## config.mk

```make
export PLATFORM = sky130hd
export DESIGN_NAME = arsc_ref_ctrl
export DESIGN_NICKNAME = d
export VERILOG_FILES = /design/src/arsc_pkg.sv /design/src/arsc_ref_ctrl.sv
export SDC_FILE = /design/constraint.sdc
export NUM_CORES = 1
export LEC_CHECK = 0
export BUFFER_PORTS_ARGS = -buffer_cell sky130_fd_sc_hd__buf_2
export CAP_MARGIN = 20
export CELL_PAD_IN_SITES_DETAIL_PLACEMENT = 1
export CELL_PAD_IN_SITES_GLOBAL_PLACEMENT = 1
export CORE_MARGIN = 10
export CORE_UTILIZATION = 29
export DETAILED_ROUTE_END_ITERATION = 12
export PLACE_DENSITY = 0.72
export SYNTH_ARGS = -nofsm -noshare
export SYNTH_HDL_FRONTEND = slang
export SYNTH_SLANG_ARGS = --single-unit
```

## constraint.sdc

```tcl
create_clock -name ref_clk -period 1.2 [get_ports ref_clk]
set_input_delay 0.18 -clock ref_clk [delete_from_list [all_inputs] [get_ports ref_clk]]
set_output_delay 0.18 -clock ref_clk [all_outputs]
set_load 0.05 [all_outputs]
```

## src/arsc_pkg.sv

```systemverilog
`default_nettype none
package arsc_pkg;
    // ==========================================================
    // Register addresses
    localparam logic [7:0] ADDR_TEMP_OFFSET_LOW = 8'h85;
    localparam logic [7:0] ADDR_TEMP_OFFSET_HIGH = 8'h86;
    localparam logic [7:0] ADDR_REFERENCE_CONTROL = 8'hd1;
    // ==========================================================
    // Field positions in reference_control
    localparam int GROUND_SELECT_BIT = 5;
    localparam int REF_SEL_HI = 4;
    localparam int REF_SEL_LO = 3;
    localparam int TEMP_ENABLE_BIT = 2;
    localparam int PREC_REF_BIT = 0;
    // Writable bit mask of reference_control
    localparam logic [7:0] REF_CTRL_WMASK = 8'h3d;
    // Reset value of reference_control
    localparam logic [7:0] REF_CTRL_RESET = 8'h18;
    // ==========================================================
    // Reference select codes
    typedef enum logic [1:0] {
        ARSC_REF_EXT_PIN = 2'b00,
        ARSC_REF_MAIN_SUPPLY = 2'b01,
        ARSC_REF_DIG_SUPPLY = 2'b10,
        ARSC_REF_HIGH_SPEED = 2'b11
    } arsc_ref_t;
endpackage
`default_nettype wire

```

## src/arsc_ref_ctrl.sv

```systemverilog
`timescale 1ns/1ps
`default_nettype none
// Function
// - Unused control bits read zero, writes ignored
// - Bit 5 picks ground pin or analog ground
// - Bits 4:3 pick the voltage reference source
// - Bit 2 enables the temperature sensor
// - Bit 0 enables and connects precision reference
// - High-speed reference powered only when converter needs
// - Temp sensor sampling always uses internal ground
// - High-speed reference forces internal ground converting
// - High offset register returns offset bits 9:2
// - Low offset: bits 7:6 offset 1:0, rest zero
// - Offset holds factory value, varies per part
module arsc_ref_ctrl (
    input wire logic ref_clk,
    input wire logic rst_n,
    input wire logic [7:0] sfr_addr,
    input wire logic [7:0] sfr_wdata,
    input wire logic sfr_wr,
    input wire logic sfr_rd,
    output logic [7:0] sfr_rdata,
    input wire logic [9:0] factory_offset,
    input wire logic conv_needs_ref,
    input wire logic conv_sampling,
    input wire logic conv_converting,
    input wire logic temp_sensor_sampled,
    output logic analog_ground_sel,
    output logic [1:0] reference_select,
    output logic temp_sensor_enable,
    output logic precision_ref_enable,
    output logic high_speed_ref_power
);
    // ==========================================================
    // Decoding helpers

    // Address match against one register of the block
    function automatic logic arsc_addr_hit(
        input logic [7:0] addr,
        input logic [7:0] target
    );
        arsc_addr_hit = (addr == target);
    endfunction

    // Implemented bits of a control word, the rest forced to zero
    function automatic logic [7:0] arsc_ctrl_mask(input logic [7:0] word);
        arsc_ctrl_mask = word & arsc_pkg::REF_CTRL_WMASK;
    endfunction

    // Reference select field of a control word
    function automatic logic [1:0] arsc_ref_field(input logic [7:0] word);
        arsc_ref_field = word[arsc_pkg::REF_SEL_HI:arsc_pkg::REF_SEL_LO];
    endfunction

    // High-speed reference chosen by a control word
    function automatic logic arsc_is_high_speed(input logic [7:0] word);
        arsc_is_high_speed =
            (arsc_ref_field(word) == arsc_pkg::ARSC_REF_HIGH_SPEED);
    endfunction

    // Read word for the register that the address picked
    // Unmapped addresses read zero, so a stray read is harmless
    function automatic logic [7:0] arsc_read_word(
        input logic hit_ctrl,
        input logic hit_high,
        input logic hit_low,
        input logic [7:0] ctrl,
        input logic [9:0] offset
    );
        logic [7:0] word;
        word = 8'h00;
        if (hit_ctrl) begin
            word = arsc_ctrl_mask(ctrl);
        end else if (hit_high) begin
            word = offset[9:2];
        end else if (hit_low) begin
            word = {offset[1:0], 6'h00};
        end
        arsc_read_word = word;
    endfunction

    // Ground choice with the internal ground overrides
    // Overrides only apply in their own converter phase
    function automatic logic arsc_ground_pick(
        input logic ground_field,
        input logic sampling_temp,
        input logic converting_hs
    );
        logic pick;
        pick = ground_field;
        if (sampling_temp) begin
            pick = 1'h0;
        end
        if (converting_hs) begin
            pick = 1'h0;
        end
        arsc_ground_pick = pick;
    endfunction

    // ==========================================================
    // Register decode and storage

    // Address hits and the control write strobe
    logic hit_ctrl;
    logic hit_high;
    logic hit_low;
    logic ctrl_wr_en;

    // Control fields, each kept in its own register
    logic ground_sel_q;
    logic ground_sel_d;
    logic [1:0] ref_sel_q;
    logic [1:0] ref_sel_d;
    logic temp_en_q;
    logic temp_en_d;
    logic prec_en_q;
    logic prec_en_d;
    logic [7:0] ctrl_word;

    // Offset copy and converter phase qualifiers
    logic [9:0] offset_q;
    logic hs_sel;
    logic sampling_temp;
    logic converting_hs;
    logic agnd_d;

    // Address decode, shared by the write and read paths
    assign hit_ctrl =
        arsc_addr_hit(sfr_addr, arsc_pkg::ADDR_REFERENCE_CONTROL);
    assign hit_high =
        arsc_addr_hit(sfr_addr, arsc_pkg::ADDR_TEMP_OFFSET_HIGH);
    assign hit_low =
        arsc_addr_hit(sfr_addr, arsc_pkg::ADDR_TEMP_OFFSET_LOW);

    // Only the control register accepts writes
    // Offset registers have no write path at all
    assign ctrl_wr_en = sfr_wr && hit_ctrl;

    // Next field values; unused bits are never stored
    // A write replaces every implemented field at once
    always_comb begin
        ground_sel_d = ground_sel_q;
        ref_sel_d = ref_sel_q;
        temp_en_d = temp_en_q;
        prec_en_d = prec_en_q;
        if (ctrl_wr_en) begin
            ground_sel_d = sfr_wdata[arsc_pkg::GROUND_SELECT_BIT];
            ref_sel_d = arsc_ref_field(sfr_wdata);
            temp_en_d = sfr_wdata[arsc_pkg::TEMP_ENABLE_BIT];
            prec_en_d = sfr_wdata[arsc_pkg::PREC_REF_BIT];
        end
    end

    // Ground select field
    // Resets to the internal ground choice
    always_ff @(posedge ref_clk) begin
        if (!rst_n) begin
            ground_sel_q <=
                arsc_pkg::REF_CTRL_RESET[arsc_pkg::GROUND_SELECT_BIT];
        end else begin
            ground_sel_q <= ground_sel_d;
        end
    end

    // Reference select field
    // Resets to the high-speed reference, which powers itself down
    always_ff @(posedge ref_clk) begin
        if (!rst_n) begin
            ref_sel_q <=
                arsc_pkg::REF_CTRL_RESET[arsc_pkg::REF_SEL_HI:arsc_pkg::REF_SEL_LO];
        end else begin
            ref_sel_q <= ref_sel_d;
        end
    end

    // Temperature sensor enable field
    // Sensor stays off until software asks, saving bias current
    always_ff @(posedge ref_clk) begin
        if (!rst_n) begin
            temp_en_q <=
                arsc_pkg::REF_CTRL_RESET[arsc_pkg::TEMP_ENABLE_BIT];
        end else begin
            temp_en_q <= temp_en_d;
        end
    end

    // Precision reference enable field
    // Off after reset so the reference pin is free for external use
    always_ff @(posedge ref_clk) begin
        if (!rst_n) begin
            prec_en_q <=
                arsc_pkg::REF_CTRL_RESET[arsc_pkg::PREC_REF_BIT];
        end else begin
            prec_en_q <= prec_en_d;
        end
    end

    // Control word as software sees it, unused bits zero
    assign ctrl_word = {
        2'h0,
        ground_sel_q,
        ref_sel_q,
        temp_en_q,
        1'h0,
        prec_en_q
    };

    // ==========================================================
    // Factory offset

    // Copy taken every cycle; software has no way to change it
    // The value differs from part to part, so nothing is fixed here
    always_ff @(posedge ref_clk) begin
        if (!rst_n) begin
            offset_q <= 10'h000;
        end else begin
            offset_q <= factory_offset;
        end
    end

    // ==========================================================
    // Read data

    // Registered read word, held until the next read strobe
    always_ff @(posedge ref_clk) begin
        if (!rst_n) begin
            sfr_rdata <= 8'h00;
        end else if (sfr_rd) begin
            sfr_rdata <= arsc_read_word(hit_ctrl, hit_high, hit_low,
                ctrl_word, offset_q);
        end
    end

    // ==========================================================
    // Ground overrides

    // Phase qualifiers for the two internal ground cases
    assign hs_sel = arsc_is_high_speed(ctrl_word);
    assign sampling_temp = conv_sampling && temp_sensor_sampled;
    assign converting_hs = conv_converting && hs_sel;

    // Ground choice ahead of its output register
    assign agnd_d = arsc_ground_pick(ground_sel_q, sampling_temp,
        converting_hs);

    // ==========================================================
    // Analog control outputs

    // Each control leaves through its own flop, one cycle behind
    // the register, so the analog side never sees a decode glitch
    // Ground select output
    always_ff @(posedge ref_clk) begin
        if (!rst_n) begin
            analog_ground_sel <= 1'h0;
        end else begin
            analog_ground_sel <= agnd_d;
        end
    end

    // Reference select output
    always_ff @(posedge ref_clk) begin
        if (!rst_n) begin
            reference_select <=
                arsc_pkg::REF_CTRL_RESET[arsc_pkg::REF_SEL_HI:arsc_pkg::REF_SEL_LO];
        end else begin
            reference_select <= ref_sel_q;
        end
    end

    // Temperature sensor enable output
    always_ff @(posedge ref_clk) begin
        if (!rst_n) begin
            temp_sensor_enable <= 1'h0;
        end else begin
            temp_sensor_enable <= temp_en_q;
        end
    end

    // Precision reference enable and pin connect output
    always_ff @(posedge ref_clk) begin
        if (!rst_n) begin
            precision_ref_enable <= 1'h0;
        end else begin
            precision_ref_enable <= prec_en_q;
        end
    end

    // High-speed reference power, on only while the converter asks
    // No software step needed, which keeps idle current low
    always_ff @(posedge ref_clk) begin
        if (!rst_n) begin
            high_speed_ref_power <= 1'h0;
        end else begin
            high_speed_ref_power <= hs_sel && conv_needs_ref;
        end
    end
endmodule // arsc_ref_ctrl
`default_nettype wire

```

==> metrics.log <==
INFO  metric synth_edf_count = 0
INFO  metric die_area = around 0.0063 sq mm
INFO  metric rr_startpoint = ref_sel_q[1]
INFO  metric cts-root-buf = sky130_fd_sc_hd__clkbuf_4
INFO  metric worstHoldPathCells = 2
INFO  metric clock_skew = 0.00488 ns
INFO  metric area_delta_synth_final = 37.1%
INFO  metric setup.worst_path.start_class = flop
INFO  metric powerDensity = ~1200 mW/mm^2
INFO  metric fp.coreArea = 0.00336 sq mm
INFO  metric r2r.worst_path.cells = 2
INFO  metric totalNegativeSetupSlack = 0 ns
INFO  metric syn-num-nets = 127
INFO  metric clk_pin_slew_worst_paths = 0.08 ns
INFO  metric tritoncts.num_buffers = 5
INFO  metric dpl_cell_area = 0.00134 sq mm
INFO  metric worstMarginPinSlew = 0.498 ns
INFO  metric synthFlopType = sky130_fd_sc_hd__dfxtp_1
INFO  metric initial_antenna_violation_count = 0
INFO  metric fmaxAchievable = 887 MHz
INFO  metric dr.first_iter.drc_count = 20
INFO  metric finalCriticalPeriod = 1.13 ns
INFO  metric min_to = analog_ground_sel
INFO  metric floorplan.rows = 21
INFO  metric globalRoute.totalOverflow = 0
INFO  metric cts-hold-fix-buffers = 0
INFO  metric die_width = 79.2 microns
INFO  metric netlist.area_leader.share = 57.1%
INFO  metric synth.yosys.warnings = 0
INFO  metric crit_buf_inv = 1
INFO  metric number_of_global_route_vias_before_repair = 1,002
INFO  metric dp_hpwl = 2300 microns
INFO  metric finish.instance_area = 0.00140 sq mm
INFO  metric wirelength_met1 = 1080 microns
INFO  metric final_critical_path_setup_slack = 0.0726 ns
INFO  metric layout_worst_path_cycle_share = between 90% and 100%
INFO  metric ctsHtreeMaxLevel = 2
INFO  metric syn_area = just over 0.001 sq mm
INFO  metric dr_total_vias = 855
INFO  metric grt_setup_unrepaired = false
INFO  metric worstReg2RegEnd = ref_sel_q[1]
INFO  metric cp_num_cells = 1
INFO  metric clock_net_sink_count = 29
INFO  metric cp-end-kind = output pin
INFO  metric setup-violations-final = 0
INFO  metric required_time_worst_endpoint = 1.02 ns
INFO  metric critPathArrivalTime = 0.95 ns
INFO  metric post_synth_inst_count = 93
INFO  metric synthArstFlopShare = 0%
INFO  metric post-layout-total-power = 1.69 mW
INFO  metric number_of_nets_in_the_layout = 183
INFO  metric clockBufferDepth = 2
INFO  metric final_max_slew_viol_count = 0
INFO  metric highest-signal-layer = met4
INFO  metric hold_violations = 0
INFO  metric finalHoldWorstSlack = 0.0381 ns
INFO  metric avgRoutedWirePerCell = 14.1 microns
INFO  metric synthTopCellsByArea = sky130_fd_sc_hd__dfxtp_1 57%, sky130_fd_sc_hd__and2_1 9.2%, sky130_fd_sc_hd__a221o_1 4.9%, sky130_fd_sc_hd__nand2_1 3.3%, sky130_fd_sc_hd__mux2i_1 3.0%
INFO  metric synth-seq-area-share = 57.1%
INFO  metric filler_free_cell_count_of_the_finished_design = approximately 200
INFO  metric postRouteAntennaNets = 0
INFO  metric run_status = finished, final reports clean
INFO  metric clock_latency = 0.31 ns
INFO  metric chip_height = around 79 microns
INFO  metric dr_wl_met3 = 258 microns
INFO  metric tritoncts = built
INFO  metric yosysUniqueCellTypes = 25
INFO  metric fill_cells = 422
INFO  metric cp_top_family = flip-flops
INFO  metric cpPeakStageDelay = 0.36 ns
INFO  metric first_pass_iters = 4
INFO  metric seq_area = approximately 580 sq um
INFO  metric cts_setup_buffers = 0
INFO  metric maximum_number_of_pins_on_one_net_before_global_route_repair = 22
INFO  metric post_synth_top_area_cell = sky130_fd_sc_hd__dfxtp_1
INFO  metric layout-drive-gt1-share = 40.9%
INFO  metric design.portCount = between 40 and 50
INFO  metric wl_met2 = about 1400 microns
INFO  metric yosys_register_bits = 29
INFO  metric io_buffer_count = 44
INFO  metric finalWirelength = ~2700 microns
INFO  metric gpl.final_weighted_congestion = about 0.76
INFO  metric preCtsSetupSlack = -0.186 ns
INFO  metric largest_voltage_drop_on_the_vdd_net = between 800 and 900 uV
INFO  metric globalRouteTotalUtil = 9.06%
INFO  metric multi_input_area = 403 sq um
INFO  metric grt_pass1_wl = 4510 microns
INFO  metric path_max_fanout = 2
INFO  metric count_of_antenna_diodes_in_the_layout = 0
INFO  metric holdCritPathClass = input pin to flop
INFO  metric power.leakage = 0.693 nW
INFO  metric syn_area_per_cell = 10.9 sq um
INFO  metric r2r_setup_slk = 0.32 ns
INFO  metric cpMaxStageDelayCell = sky130_fd_sc_hd__dfxtp_1
INFO  metric routed_via_density = 4.38
INFO  metric timing.setup.critical_path_class = flop to output pin
INFO  metric min-delay-start = temp_sensor_sampled
INFO  metric drt_drc_violations_left = 0
INFO  metric relSlewSlack = 66.8%
INFO  metric start_util = 30.2%
INFO  metric maxCapViolations = 0
INFO  metric post_placement_cell_count = 188
INFO  metric critical_path.cell_chain = buf_2
INFO  metric postCtsResizedCells = 0
INFO  metric finalCoreUtilization = 41.5%
## cell families after synthesis
| family | synth area share, % |
|---|---|
| AO/OA/AOI/OAI | 8.98 |
| multiplexers | 5.90 |
| AND/OR/NAND/NOR | 24.7 |
| buffers and inverters | 3.32 |
| flip-flops | 57.1 |
## worst max-delay path by stage
| stage | startpoint | end | slack [ns] |
|---|---|---|---|
| floorplan | sfr_addr[1] | ref_sel_q[0] | -0.06 |
| global placement | sfr_addr[1] | ref_sel_q[0] | -0.16 |
| detailed placement | sfr_addr[1] | ref_sel_q[0] | -0.19 |
| CTS | sfr_rdata[3] | sfr_rdata[3] | 0.06 |
| global route | sfr_rdata[3] | sfr_rdata[3] | 0.03 |
| finish | sfr_rdata[4] | sfr_rdata[4] | 0.07 |
## layout make-up
class,count,share of cell area [%]
Multi-Input combinational cell,57,28.9
Inverter,3,0.807
Timing Repair Buffer,53,20.6
Clock buffer,7,3.95
Tap cell,46,4.13
Sequential cell,29,41.6
## state kept, by name, summed over array words and instances (netlist names)
signal and cells:
analog_ground_sel 1, ground_sel_q 1, high_speed_ref_power 1, offset_q 10, prec_en_q 1, precision_ref_enable 1, ref_sel_q 2, reference_select 2
sfr_rdata 8, temp_en_q 1, temp_sensor_enable 1
## placed cells by master (no fill, tap or decap)
master	count
sky130_fd_sc_hd__buf_2	44
sky130_fd_sc_hd__mux2i_1	3
sky130_fd_sc_hd__nor2b_1	2
sky130_fd_sc_hd__or3_1	1
sky130_fd_sc_hd__nand4_1	1
sky130_fd_sc_hd__buf_4	9
sky130_fd_sc_hd__and2_1	15
sky130_fd_sc_hd__nand2_1	9
sky130_fd_sc_hd__mux2_4	2
sky130_fd_sc_hd__a211oi_1	1
sky130_fd_sc_hd__clkbuf_8	1
sky130_fd_sc_hd__inv_1	3
sky130_fd_sc_hd__a22oi_1	2
sky130_fd_sc_hd__clkbuf_4	5
sky130_fd_sc_hd__a221o_1	5
sky130_fd_sc_hd__clkbuf_1	1
sky130_fd_sc_hd__dfxtp_1	29
sky130_fd_sc_hd__and2b_1	1
sky130_fd_sc_hd__o21ai_0	2
sky130_fd_sc_hd__and4_1	1
sky130_fd_sc_hd__a22o_1	1
sky130_fd_sc_hd__nor4bb_1	1
sky130_fd_sc_hd__nor2_1	1
sky130_fd_sc_hd__and4b_1	1
sky130_fd_sc_hd__nor3_1	1
sky130_fd_sc_hd__nand4bb_1	2
sky130_fd_sc_hd__nand2b_1	4
sky130_fd_sc_hd__and3_1	1
## metal layers
layer	up-vias	track usage (%)
met2	29	16.2
met3	4	5.18
li1	434	-
met5	-	0
met1	388	8.66
met4	0	2.69
## Yosys cell counts, types with 3 or more instances
cell type / count
sky130_fd_sc_hd__a221o_1: 5
sky130_fd_sc_hd__and2_1: 15
sky130_fd_sc_hd__clkbuf_1: 3
sky130_fd_sc_hd__dfxtp_1: 29
sky130_fd_sc_hd__inv_1: 3
sky130_fd_sc_hd__mux2i_1: 3
sky130_fd_sc_hd__nand2_1: 9
sky130_fd_sc_hd__nand2b_1: 4
## where the power goes
group / internal [mW] / switching, mW
sequential: 0.982 / 0.00548
clock: 0.276 / 0.298
combinational: 0.0713 / 0.0547
total: 1.33 / 0.359
(Power assumes the default switching activity.)
